--- src/t8cu_consts.vh ---
// constants for the 8-bit timer with two compare units
// definitions only; included by every design file of the block
`ifndef T8CU_CONSTS_VH
`define T8CU_CONSTS_VH

// register word indices, byte address is index times four
`define T8CU_REG_CTRL_A 4'h0
`define T8CU_REG_CTRL_B 4'h1
`define T8CU_REG_COUNT 4'h2
`define T8CU_REG_CMP_A 4'h3
`define T8CU_REG_CMP_B 4'h4
`define T8CU_REG_MASK 4'h5
`define T8CU_REG_FLAG 4'h6
`define T8CU_REG_POWER 4'h7

// control register a fields
`define T8CU_COM_A_HI 7
`define T8CU_COM_A_LO 6
`define T8CU_COM_B_HI 5
`define T8CU_COM_B_LO 4
`define T8CU_WGM_HI 1
`define T8CU_WGM_LO 0
`define T8CU_CTRL_A_MASK 8'hf3
// control register b fields
`define T8CU_FOC_A 7
`define T8CU_FOC_B 6
`define T8CU_WGM_TOP 3
`define T8CU_CS_HI 2
`define T8CU_CS_LO 0
`define T8CU_CTRL_B_MASK 8'h0f
// flag and mask bit positions
`define T8CU_BIT_OVF 0
`define T8CU_BIT_CMP_A 1
`define T8CU_BIT_CMP_B 2
`define T8CU_BIT_PWR 0

// count boundaries and reset values
`define T8CU_BOTTOM 8'h00
`define T8CU_MAX 8'hff
`define T8CU_RST_BYTE 8'h00
`define T8CU_RST_FLAGS 3'h0

// clock select codes
`define T8CU_CS_OFF 3'h0
`define T8CU_CS_DIV1 3'h1
`define T8CU_CS_DIV8 3'h2
`define T8CU_CS_DIV64 3'h3
`define T8CU_CS_DIV256 3'h4
`define T8CU_CS_DIV1024 3'h5
`define T8CU_CS_EXT_FALL 3'h6
`define T8CU_CS_EXT_RISE 3'h7
// prescaler taps, in bits of the divider
`define T8CU_TAP_DIV8 3
`define T8CU_TAP_DIV64 6
`define T8CU_TAP_DIV256 8
`define T8CU_TAP_DIV1024 10

// waveform mode codes
`define T8CU_WGM_NORMAL 3'h0
`define T8CU_WGM_PC_MAX 3'h1
`define T8CU_WGM_CTC 3'h2
`define T8CU_WGM_FAST_MAX 3'h3
`define T8CU_WGM_PC_OCRA 3'h5
`define T8CU_WGM_FAST_OCRA 3'h7

// compare output mode codes
`define T8CU_COM_NONE 2'h0
`define T8CU_COM_TOGGLE 2'h1
`define T8CU_COM_CLEAR 2'h2
`define T8CU_COM_SET 2'h3

`endif

--- src/t8cu_clksel.v ---
// timer tick source: prescaler taps or the external count pin
// assumes clk is the system clock; ext_pin is asynchronous
`include "t8cu_consts.vh"

module t8cu_clksel #(
  parameter PRE_W = 10
) (
  input wire clk,
  input wire reset_n,
  input wire enable,
  input wire [2:0] sel,
  input wire ext_pin,
  output reg tick
);

reg [PRE_W-1:0] pre_q;
reg ext_s1_q;
reg ext_s2_q;
reg ext_s3_q;
reg tick_d;

function low_ones;
  input [PRE_W-1:0] v;
  input integer n;
  integer i;
  begin
    low_ones = 1'b1;
    for (i = 0; i < PRE_W; i = i + 1) begin
      if (i < n && !v[i])
        low_ones = 1'b0;
    end
  end
endfunction

////////////////////////////////////////////////////////////////////////////
// the pin is synchronised before any edge detection
always @(posedge clk or negedge reset_n) begin
  if (!reset_n) begin
    ext_s1_q <= 1'b0;
    ext_s2_q <= 1'b0;
    ext_s3_q <= 1'b0;
    pre_q <= {PRE_W{1'b0}};
    tick <= 1'b0;
  end else begin
    ext_s1_q <= ext_pin;
    ext_s2_q <= ext_s1_q;
    ext_s3_q <= ext_s2_q;
    // the divider halts in power reduction to save toggling
    if (enable)
      pre_q <= pre_q + {{(PRE_W-1){1'b0}}, 1'b1};
    tick <= tick_d;
  end
end

////////////////////////////////////////////////////////////////////////////
always @* begin
  tick_d = 1'b0;
  if (enable) begin
    case (sel)
      `T8CU_CS_OFF: tick_d = 1'b0;
      `T8CU_CS_DIV1: tick_d = 1'b1;
      `T8CU_CS_DIV8: tick_d = low_ones(pre_q, `T8CU_TAP_DIV8);
      `T8CU_CS_DIV64: tick_d = low_ones(pre_q, `T8CU_TAP_DIV64);
      `T8CU_CS_DIV256: tick_d = low_ones(pre_q, `T8CU_TAP_DIV256);
      `T8CU_CS_DIV1024: tick_d = low_ones(pre_q, `T8CU_TAP_DIV1024);
      `T8CU_CS_EXT_FALL: tick_d = ext_s3_q & ~ext_s2_q;
      `T8CU_CS_EXT_RISE: tick_d = ext_s2_q & ~ext_s3_q;
      default: tick_d = 1'b0;
    endcase
  end
end

endmodule

--- src/t8cu_top.v ---
// 8-bit timer/counter with two compare units behind an avalon slave
// assumes one system clock; acks come from logic on the same clock
//
// Notes on behaviour
// - count zero is the bottom indication
// - all-ones count signals maximum reached
// - top is max or compare a, per mode
// - tick from prescaler or external pin edge
// - clock select zero stops the counter
// - each tick clears, increments or decrements count
// - software count access anytime; write wins
// - mode field split over control a and b
// - overflow flag set per mode, can interrupt
// - both compare registers compared continuously
// - compare flag set one tick after match
// - flag cleared by service or writing one
// - three flags, each masked individually
// - compare registers buffered only in pwm modes
// - buffer copied at top only
// - buffered modes route software to the buffer
// - force strobe acts like match, non-pwm only
// - forced compare leaves flags and counter alone
// - power reduction bit one disables the timer
// - outputs from match, mode, output mode, boundaries
// - counter and compare registers are 8 bits
// - count write blocks matches for next tick
// - normal mode counts up and wraps
// - clear-on-match mode clears at compare a
`include "t8cu_consts.vh"

module t8cu_top #(
  parameter PRE_W = 10
) (
  input wire clk,
  input wire reset_n,
  input wire [5:0] avs_address,
  input wire avs_read,
  input wire avs_write,
  input wire [31:0] avs_writedata,
  input wire [3:0] avs_byteenable,
  output wire [31:0] avs_readdata,
  output wire avs_waitrequest,
  input wire external_count_pin,
  input wire overflow_ack,
  input wire compare_a_ack,
  input wire compare_b_ack,
  output wire irq_overflow,
  output wire irq_compare_a,
  output wire irq_compare_b,
  output wire compare_output_a,
  output wire compare_output_a_drive,
  output wire compare_output_b,
  output wire compare_output_b_drive
);

////////////////////////////////////////////////////////////////////////////
// state

reg wait_q;
reg [31:0] rdata_q;
reg [7:0] ctrl_a_q;
reg [7:0] ctrl_b_q;
reg [7:0] count_value_q;
reg [7:0] count_value_d;
reg down_q;
reg down_d;
reg block_q;
reg [7:0] compare_a_value_q;
reg [7:0] compare_b_value_q;
reg [7:0] buf_a_q;
reg [7:0] buf_b_q;
reg [2:0] mask_q;
reg [2:0] flag_q;
reg [2:0] flag_d;
reg [2:0] irq_q;
reg power_off_q;
reg ovf_set;
reg [7:0] rd_mux;

wire tick;

////////////////////////////////////////////////////////////////////////////
// bus decode; a request is taken at the edge where waitrequest is low

wire [3:0] idx = avs_address[5:2];
wire [7:0] wd = avs_writedata[7:0];
wire taken = (avs_read | avs_write) & ~wait_q;
wire wr = taken & avs_write & avs_byteenable[0];
wire wr_ctrl_a = wr && (idx == `T8CU_REG_CTRL_A);
wire wr_ctrl_b = wr && (idx == `T8CU_REG_CTRL_B);
wire wr_count = wr && (idx == `T8CU_REG_COUNT);
wire wr_cmp_a = wr && (idx == `T8CU_REG_CMP_A);
wire wr_cmp_b = wr && (idx == `T8CU_REG_CMP_B);
wire wr_mask = wr && (idx == `T8CU_REG_MASK);
wire wr_flag = wr && (idx == `T8CU_REG_FLAG);
wire wr_power = wr && (idx == `T8CU_REG_POWER);

////////////////////////////////////////////////////////////////////////////
// mode decode

wire [2:0] wgm = {ctrl_b_q[`T8CU_WGM_TOP],
  ctrl_a_q[`T8CU_WGM_HI:`T8CU_WGM_LO]};
wire [2:0] clk_sel = ctrl_b_q[`T8CU_CS_HI:`T8CU_CS_LO];
wire [1:0] com_a = ctrl_a_q[`T8CU_COM_A_HI:`T8CU_COM_A_LO];
wire [1:0] com_b = ctrl_a_q[`T8CU_COM_B_HI:`T8CU_COM_B_LO];
wire pwm_fast = (wgm == `T8CU_WGM_FAST_MAX) ||
  (wgm == `T8CU_WGM_FAST_OCRA);
wire pwm_pc = (wgm == `T8CU_WGM_PC_MAX) || (wgm == `T8CU_WGM_PC_OCRA);
wire pwm = pwm_fast | pwm_pc;
wire top_is_a = (wgm == `T8CU_WGM_CTC) || (wgm == `T8CU_WGM_PC_OCRA) ||
  (wgm == `T8CU_WGM_FAST_OCRA);
wire [7:0] top = top_is_a ? compare_a_value_q : `T8CU_MAX;

wire at_bottom = (count_value_q == `T8CU_BOTTOM);
wire at_max = (count_value_q == `T8CU_MAX);
wire at_top = (count_value_q == top);

// matches are suppressed for one tick after a count write
wire eq_a = (count_value_q == compare_a_value_q) & ~block_q;
wire eq_b = (count_value_q == compare_b_value_q) & ~block_q;
wire match_a = tick & eq_a;
wire match_b = tick & eq_b;

// force strobes are single-cycle and never stored
wire force_a = wr_ctrl_b & wd[`T8CU_FOC_A] & ~pwm;
wire force_b = wr_ctrl_b & wd[`T8CU_FOC_B] & ~pwm;

// buffered modes load the working copy once per period
wire cmp_update = pwm & tick & at_top;

////////////////////////////////////////////////////////////////////////////
// compare register next value, shared by both units

function [7:0] cmp_next;
  input [7:0] cur;
  input [7:0] buffered;
  input [7:0] data;
  input write;
  input buffering;
  input update;
  begin
    cmp_next = cur;
    if (write && !buffering)
      cmp_next = data;
    else if (buffering && update)
      cmp_next = buffered;
  end
endfunction

////////////////////////////////////////////////////////////////////////////
// tick source

t8cu_clksel #(
  .PRE_W(PRE_W)
) u_clksel (
  .clk(clk),
  .reset_n(reset_n),
  .enable(~power_off_q),
  .sel(clk_sel),
  .ext_pin(external_count_pin),
  .tick(tick)
);

////////////////////////////////////////////////////////////////////////////
// counter unit

always @* begin
  count_value_d = count_value_q;
  down_d = pwm_pc & down_q; // direction holds between ticks, cleared outside phase correct
  ovf_set = 1'b0;
  if (tick) begin
    if (pwm_pc) begin
      down_d = down_q;
      if (!down_q) begin
        if (at_top) begin
          down_d = 1'b1;
          count_value_d = count_value_q - 8'h01;
        end else begin
          count_value_d = count_value_q + 8'h01;
        end
      end else begin
        if (at_bottom) begin
          down_d = 1'b0;
          count_value_d = count_value_q + 8'h01;
          ovf_set = 1'b1;
        end else begin
          count_value_d = count_value_q - 8'h01;
        end
      end
    end else if (pwm_fast) begin
      count_value_d = at_top ? `T8CU_BOTTOM : count_value_q + 8'h01;
      ovf_set = at_top;
    end else if (wgm == `T8CU_WGM_CTC) begin
      count_value_d = at_top ? `T8CU_BOTTOM : count_value_q + 8'h01;
      ovf_set = at_max;
    end else begin
      // other codes behave as plain upward counting
      count_value_d = count_value_q + 8'h01;
      ovf_set = at_max;
    end
  end
  // software write wins over any clear or count this cycle
  if (wr_count) begin
    count_value_d = wd;
    down_d = down_q;
  end
end

always @(posedge clk or negedge reset_n) begin
  if (!reset_n) begin
    count_value_q <= `T8CU_RST_BYTE;
    down_q <= 1'b0;
    block_q <= 1'b0;
  end else begin
    count_value_q <= count_value_d;
    down_q <= down_d;
    if (wr_count)
      block_q <= 1'b1;
    else if (tick)
      block_q <= 1'b0;
  end
end

////////////////////////////////////////////////////////////////////////////
// compare registers and their buffers

always @(posedge clk or negedge reset_n) begin
  if (!reset_n) begin
    compare_a_value_q <= `T8CU_RST_BYTE;
    compare_b_value_q <= `T8CU_RST_BYTE;
    buf_a_q <= `T8CU_RST_BYTE;
    buf_b_q <= `T8CU_RST_BYTE;
  end else begin
    if (wr_cmp_a)
      buf_a_q <= wd;
    if (wr_cmp_b)
      buf_b_q <= wd;
    compare_a_value_q <= cmp_next(compare_a_value_q, buf_a_q, wd,
      wr_cmp_a, pwm, cmp_update);
    compare_b_value_q <= cmp_next(compare_b_value_q, buf_b_q, wd,
      wr_cmp_b, pwm, cmp_update);
  end
end

////////////////////////////////////////////////////////////////////////////
// flags: hardware set wins over any clear in the same cycle

always @* begin
  flag_d = flag_q;
  if (wr_flag)
    flag_d = flag_d & ~wd[2:0];
  if (overflow_ack)
    flag_d[`T8CU_BIT_OVF] = 1'b0;
  if (compare_a_ack)
    flag_d[`T8CU_BIT_CMP_A] = 1'b0;
  if (compare_b_ack)
    flag_d[`T8CU_BIT_CMP_B] = 1'b0;
  // a forced compare never reaches this point
  if (ovf_set)
    flag_d[`T8CU_BIT_OVF] = 1'b1;
  if (match_a)
    flag_d[`T8CU_BIT_CMP_A] = 1'b1;
  if (match_b)
    flag_d[`T8CU_BIT_CMP_B] = 1'b1;
end

always @(posedge clk or negedge reset_n) begin
  if (!reset_n) begin
    flag_q <= `T8CU_RST_FLAGS;
    mask_q <= `T8CU_RST_FLAGS;
    irq_q <= `T8CU_RST_FLAGS;
  end else begin
    flag_q <= flag_d;
    if (wr_mask)
      mask_q <= wd[2:0];
    irq_q <= flag_q & mask_q;
  end
end

////////////////////////////////////////////////////////////////////////////
// control registers

always @(posedge clk or negedge reset_n) begin
  if (!reset_n) begin
    ctrl_a_q <= `T8CU_RST_BYTE;
    ctrl_b_q <= `T8CU_RST_BYTE;
    power_off_q <= 1'b0;
  end else begin
    if (wr_ctrl_a)
      ctrl_a_q <= wd & `T8CU_CTRL_A_MASK;
    if (wr_ctrl_b)
      ctrl_b_q <= wd & `T8CU_CTRL_B_MASK;
    if (wr_power)
      power_off_q <= wd[`T8CU_BIT_PWR];
  end
end

////////////////////////////////////////////////////////////////////////////
// waveform generators

t8cu_wave u_wave_a (
  .clk(clk),
  .reset_n(reset_n),
  .tick(tick),
  .match(match_a),
  .force_cmp(force_a),
  .pwm_fast(pwm_fast),
  .pwm_pc(pwm_pc),
  .down(down_q),
  .wrap(at_top),
  .tog_ok(top_is_a),
  .com(com_a),
  .oc(compare_output_a),
  .oc_drive(compare_output_a_drive)
);

// unit b has no toggle in pwm, its register never sets top
t8cu_wave u_wave_b (
  .clk(clk),
  .reset_n(reset_n),
  .tick(tick),
  .match(match_b),
  .force_cmp(force_b),
  .pwm_fast(pwm_fast),
  .pwm_pc(pwm_pc),
  .down(down_q),
  .wrap(at_top),
  .tog_ok(1'b0),
  .com(com_b),
  .oc(compare_output_b),
  .oc_drive(compare_output_b_drive)
);

////////////////////////////////////////////////////////////////////////////
// read mux; compare reads see the buffer while buffering

always @* begin
  case (idx)
    `T8CU_REG_CTRL_A: rd_mux = ctrl_a_q;
    `T8CU_REG_CTRL_B: rd_mux = ctrl_b_q;
    `T8CU_REG_COUNT: rd_mux = count_value_q;
    `T8CU_REG_CMP_A: rd_mux = pwm ? buf_a_q : compare_a_value_q;
    `T8CU_REG_CMP_B: rd_mux = pwm ? buf_b_q : compare_b_value_q;
    `T8CU_REG_MASK: rd_mux = {5'h00, mask_q};
    `T8CU_REG_FLAG: rd_mux = {5'h00, flag_q};
    `T8CU_REG_POWER: rd_mux = {7'h00, power_off_q};
    default: rd_mux = 8'h00;
  endcase
end

////////////////////////////////////////////////////////////////////////////
// avalon handshake: one wait cycle, then a single ready cycle
// a fixed latency keeps the slave simple at the cost of bus rate

always @(posedge clk or negedge reset_n) begin
  if (!reset_n) begin
    wait_q <= 1'b1;
    rdata_q <= 32'h00000000;
  end else begin
    if ((avs_read | avs_write) && wait_q) begin
      wait_q <= 1'b0;
      if (avs_read)
        rdata_q <= {24'h000000, rd_mux};
    end else begin
      wait_q <= 1'b1;
    end
  end
end

assign avs_waitrequest = wait_q;
assign avs_readdata = rdata_q;
assign irq_overflow = irq_q[`T8CU_BIT_OVF];
assign irq_compare_a = irq_q[`T8CU_BIT_CMP_A];
assign irq_compare_b = irq_q[`T8CU_BIT_CMP_B];

endmodule

--- src/t8cu_wave.v ---
// waveform generator for one compare output
// assumes match already carries the tick and the write block
`include "t8cu_consts.vh"

module t8cu_wave (
  input wire clk,
  input wire reset_n,
  input wire tick,
  input wire match,
  input wire force_cmp,
  input wire pwm_fast,
  input wire pwm_pc,
  input wire down,
  input wire wrap,
  input wire tog_ok,
  input wire [1:0] com,
  output reg oc,
  output reg oc_drive
);

reg oc_d;
wire inv = (com == `T8CU_COM_SET);

always @* begin
  oc_d = oc;
  if (!pwm_fast && !pwm_pc) begin
    if (force_cmp || match) begin
      case (com)
        `T8CU_COM_TOGGLE: oc_d = ~oc;
        `T8CU_COM_CLEAR: oc_d = 1'b0;
        `T8CU_COM_SET: oc_d = 1'b1;
        default: oc_d = oc;
      endcase
    end
  end else if (tick) begin
    if (com == `T8CU_COM_TOGGLE) begin
      if (tog_ok && match)
        oc_d = ~oc;
    end else if (com != `T8CU_COM_NONE) begin
      // at wrap the restore wins, so a compare at max holds steady
      if (pwm_fast) begin
        if (wrap)
          oc_d = ~inv;
        else if (match)
          oc_d = inv;
      end else if (match) begin
        oc_d = down ? ~inv : inv;
      end
    end
  end
end

always @(posedge clk or negedge reset_n) begin
  if (!reset_n) begin
    oc <= 1'b0;
    oc_drive <= 1'b0;
  end else begin
    oc <= oc_d;
    oc_drive <= (com != `T8CU_COM_NONE);
  end
end

endmodule

--- config.mk ---
export PLATFORM = sky130hd
export DESIGN_NAME = t8cu_top
export DESIGN_NICKNAME = d
export VERILOG_FILES = /design/src/t8cu_clksel.v /design/src/t8cu_top.v /design/src/t8cu_wave.v
export VERILOG_INCLUDE_DIRS = /design/src
export SDC_FILE = /design/constraint.sdc
export NUM_CORES = 1
export LEC_CHECK = 0
export BUFFER_PORTS_ARGS = -buffer_cell sky130_fd_sc_hd__buf_4
export CAP_MARGIN = 5
export CORE_MARGIN = 2
export CORE_UTILIZATION = 57
export DETAILED_ROUTE_END_ITERATION = 7
export PLACE_DENSITY = 0.92
export SETUP_SLACK_MARGIN = 0.15
export SYNTH_ARGS = -nofsm -noshare
export SYNTH_HDL_FRONTEND = slang
export SYNTH_SLANG_ARGS = --single-unit
--- constraint.sdc ---
create_clock -name clk -period 3.2 [get_ports clk]
set_clock_uncertainty 0.05 [all_clocks]
set_input_delay 0.64 -clock clk [delete_from_list [all_inputs] [get_ports clk]]
set_output_delay 0.64 -clock clk [all_outputs]
set_load 0.02 [all_outputs]
### Word-level counts from Yosys, hierarchy flattened

Cells that the tools add are included.

* add/subtract/negate cells: 3
* equal/unequal tests: 35
* multiplexer cells: 72
* bitwise gates (word level): 30
* reductions and logical operators: 44

Operators with widths (count)
* $mux W8: 16
* $pmux W8 S8: 1
* $mux W1: 51
* $eq A8 B8 Y1: 3
* $eq A3 B3 Y1 const B: 6
* $reduce_bool A3 Y1: 6
* $and A1 B1 Y1: 16
* $eq A4 B3 Y1 const B: 4
* $logic_and A1 B1 Y1: 14
* $reduce_and A7 Y1: 2
* $reduce_bool A2 Y1: 7
* $eq A3 B2 Y1 const B: 4
* $add A10 B1 Y10 const B: 1
* $not A1 Y1: 9
* $add A8 B1 Y8 const B: 1
* $eq A2 B2 Y1 const B: 4
* $eq A4 B2 Y1 const B: 2
* $eq A8 B8 Y1 const B: 1
* $logic_not A8 Y1: 1
* $pmux W1 S8: 1
* $reduce_bool A4 Y1: 2
* $sub A8 B1 Y8 const B: 1
* $and A3 B3 Y3: 2
* $eq A3 B1 Y1 const B: 2
* 16 further kinds: 27

* flip-flop bits (word level): 89
* input port bits: 50

### Logic depth before layout (Yosys ltp)

* word-level depth: 12
* mapped depth: 10

### Hierarchy

Synthesis repeated with hierarchy kept, for this count alone.

* cells, all modules: 550
* area total of the unflattened synthesis: 5340.1 um^2

Modules (own cells, without submodules)
* t8cu_top: instances 1, cells each 461, area each 4381.7 um^2, seq. area each 1778.0 um^2
* t8cu_clksel: instances 1, cells each 51, area each 625.6 um^2, seq. area each 350.3 um^2
* t8cu_wave: instances 2, cells each 19, area each 166.4 um^2, seq. area each 50.0 um^2

### Least setup slack after synthesis

OpenSTA, ideal clock, no wires.

* kind: register -> register
* start point: reg count_value_q[4]
* end point: reg count_value_q[7]
* arrival time: 2.382 ns
* path slack: 0.686 ns
* cell stages (with the launch flop): 11
* path buffers: 2
* cell sequence: dfrtp_1 buf_6 or3_4 or3_4 or3_4 nand2_2 a21o_4 buf_8 a31oi_1 or3_1 a31oi_1

* longest elaborated chain between the ends: 7
* elaborated cells between the ends (all ways): 13

Ends and longest elaborated chain
* start, declared: line t8cu_top.v:63 `reg [7:0] count_value_q;`
* start signal, assigned: line t8cu_top.v:211 `` count_value_q <= `T8CU_RST_BYTE; ``
* start signal, assigned: line t8cu_top.v:215 `count_value_q <= count_value_d;`
* $add A8 B1 Y8 or $eq A8 B8 Y1 (tied branches)
* $mux W8: line t8cu_top.v:191, t8cu_top.v:194
* $mux W8: line t8cu_top.v:193 `` end else if (wgm == `T8CU_WGM_CTC) begin ``
* $mux W8: line t8cu_top.v:190 `end else if (pwm_fast) begin`
* $mux W8 (*): line t8cu_top.v:172 `if (pwm_pc) begin`
* $mux W8 (*): line t8cu_top.v:171 `if (tick) begin`
* $mux W8 (*): line t8cu_top.v:203 `if (wr_count) begin`

Mark *: on every way between the ends. The rest lies on a longest branch, timed or not. The select of a mux whose other input is x is not followed.
A chain may end at the register's enable or synchronous reset.

### Final worst setup path

* start point: reg count_value_q[2]
* end point: reg count_value_q[5]

Same word-level chain as after synthesis.

==> flow_summary.yaml <==
logic_synthesis:
  postSynthAreaPerCell_um2: 9.54
  ys_ff_latch: 89
  synth_common_cells: "dfrtp_1 (88), nand2_1 (67), o21ai_0 (41), mux2_2 (34), mux2i_1 (34)"
  syn_inst: 547
  yosys.cell_types.count: 60
  yosys_warnings: 0
  ys.flop_type: "dfrtp_1"
  synth_most_common_cell: "dfrtp_1"
  synth_area_leaders: "dfrtp_1 (42%), mux2_2 (7.3%), mux2i_1 (6.5%)"
  synth_area_mm2: 0.00522
  async_flop_share: 1.00
  synth-seq-area-share: 0.427
  synth_edf_count: 0
  synth_largest_area_cell: "dfrtp_1"
  synth_top_area_frac: 0.422
global_routing:
  grt_pass1_vias: 4301
  grt_max_degree: 48
  grt_pass1_wl_mm: 21.5
  grt_remaining_overflow: 0
  grt.total_usage: 0.275
  antenna_found_initial: 0
routing:
  routed_wl_mm: 13.5
  drt_iter0_drc: 521
  wl_per_cell_um: 19.5
  ant_nets: 0
  viasPerCell: 6.46
  num_vias: 4455
  drc: 0
  drt_pass1_iterations: 5
worst_setup_path:
  critPathMaxStageDelay_ns: 0.52
  cp_cell_sequence: "buf_4 > or3_4 > or3_4 > or3_4 > nand2_2 > a21o_4 > mux2i_1 > mux2i_1 > nand2_1"
  worstPathArrival_ns: 3.07
  crit_required_ns: 3.39
  path_common_cell: "or3_4"
  crit_slowest_cell: "dfrtp_1"
  setup.worst_path.start_class: "register"
  crit_type: "register to register"
  worstPathMaxFanout: 11
  endpoint_kind: "register"
timing:
  tightest_slew_ns: 0.594
  relSlewSlack: 0.604
  setup_viol: 0
  whs_ns: 0.216
  fin_crit_ns: 2.88
  setup_tns_ns: 0
  slew_violations: 0
  rsz0062_at_grt: "no"
  hold_viol: 0
  period_share: 0.900
  max_freq_mhz: 347
finish:
  nNetsFinal: 632
  stdcell_area_mm2: 0.00571
  syn_to_final_growth_pct: 9.47
  drive_gt1_frac: 0.199
  antennaDiodeCount: 0
die:
  rows: 34
  die_w_um: 99.7
  core_mm2: 0.00881
  io_pins: 90
  dieArea_mm2: 0.00994
  initial_core_util: 0.593
  die_h_um: 99.7
placed_design:
  portBuffers: 36
  dpl-instance-area_mm2: 0.00551
  gp_congestion: 0.940
  hpwl_mm: 9.56
pwr:
  total_power_w: 0.00338
  power_frac_seq: 0.469
  powerDensity_mw_per_mm2: 592
  power_leakage_nw: 2.48
  swShare: 0.373
  combPwrFrac: 0.292
  max-vdd-ir-drop_uv: 279
  p_int_w: 0.00212
  pwr-share-clk: 0.239
  power.switching_w: 0.00126
clocking:
  cts_buffer_depth: 2
  cts_root_buf: "clkbuf_8"
  cts_resized: 0
  numCtsBuffers: 9
  cts_hold_buffers: 0
  cts_tree: "built"
  htreeDepth: 3
  clk_pin_slew_ns: 0.09
  postCtsSetupBuffers: 0
  cts.sinks: 89
  clk_latency_ns: 0.37
run:
  max-cap-violations: 0
outcome:
  outcome: "complete, no violations"
hold_path:
  hp-class: "input port to async pin"
## per-layer routing
metal  routed length (µm)  vias up  GRT usage
li1                     -     1957          -
met1                 5360     2160      0.362
met2                 6330      289      0.442
met3                 1280       49     0.0478
met4                  502        0      0.135
met5                    0        -          0
## cells by family (layout without fill, tap and decap cells)
group,after synthesis,after routing,share of synthesized area
flops,89,89,0.427
fa+ha+maj,5,5,0.0120
simple gates,173,173,0.161
compound gates,118,118,0.150
xor+xnor,22,22,0.0369
mux,68,68,0.139
buf+inv,71,83,0.0741
other cells,1,24,0.000719
## flip-flops by register name, summed over array words and instances (netlist names), 4 cells and up
name,count
count_value_q,8
ctrl_b_q,4
ctrl_a_q,6
compare_a_value_q,8
buf_a_q,8
compare_b_value_q,8
u_clksel.pre_q,10
avs_readdata,8
buf_b_q,8
## power groups by stage
stage / combinational (W) / sequential [W] / clock [W]
6_report: 0.000988 / 0.00159 / 0.000807
5_1_grt: 0.00108 / 0.00160 / 0.000859
4_1_cts: 0.000973 / 0.00157 / 0.000810
3_5_place_dp: 0.000968 / 0.00159 / 0
3_3_place_gp: 0.000922 / 0.00157 / 0
2_1_floorplan: 0.000783 / 0.00148 / 0
## area by class of cell
cell class	instances	area [µm²]
Clock buffer	10	128
Clock inverter	6	75.1
Fill cell	651	3090
Inverter	16	60.1
Multi-Input combinational cell	410	2690
Sequential cell	89	2230
Tap cell	108	135
Timing Repair Buffer	51	395
## cell usage in the layout, fill, tap and decap left out, types with 6 or more instances in the layout
cell type and n:
a21oi_1 12, a221oi_1 9, and2_1 7, buf_4 50, clkbuf_8 9, conb_1 24, dfrtp_1 88, inv_1 15
mux2_2 34, mux2i_1 34, nand2_1 67, nand2b_1 9, nand3_1 9, nand4_1 6, nor2_1 31, nor2b_1 7
nor3_1 12, o21ai_0 41, o22ai_1 13, xnor2_1 10, xor2_1 12
## critical path: cells and delay by family, from the launching register on
kind	cells	cell delay [ns]
AND/OR/NAND/NOR	5	1.28
multiplexers	2	0.53
flip-flops	1	0.52
buffers and inverters	1	0.23
AO/OA/AOI/OAI	1	0.14
## per-stage QoR
stage | setup WS (ns) | utilization | std cells
2_1_floorplan | 0.686 | - | 570
3_3_place_gp | 0.501 | 0.626 | 674
3_5_place_dp | 0.432 | 0.626 | 674
4_1_cts | 0.344 | 0.649 | 690
5_1_grt | 0.191 | 0.649 | 690
6_report | 0.319 | 0.649 | 690
## worst paths after layout
kind,to,startpoint,cells after the start,slack [ns]
setup / recovery,count_value_q[5]$_DFFE_PN0P_,count_value_q[2]$_DFFE_PN0P_,9,0.32
hold / removal,u_clksel.ext_s2_q$_DFF_PN0_,reset_n,1,0.22
setup reg to reg,count_value_q[5]$_DFFE_PN0P_,count_value_q[2]$_DFFE_PN0P_,9,0.32
hold reg to reg,u_clksel.ext_s2_q$_DFF_PN0_,u_clksel.ext_s1_q$_DFF_PN0_,0,0.33
max in group asynchronous,avs_waitrequest$_DFF_PN1_,reset_n,2,2.17
min in group clk,u_clksel.ext_s1_q$_DFF_PN0_,external_count_pin,1,0.32
Power figures use the tool's default switching activity.
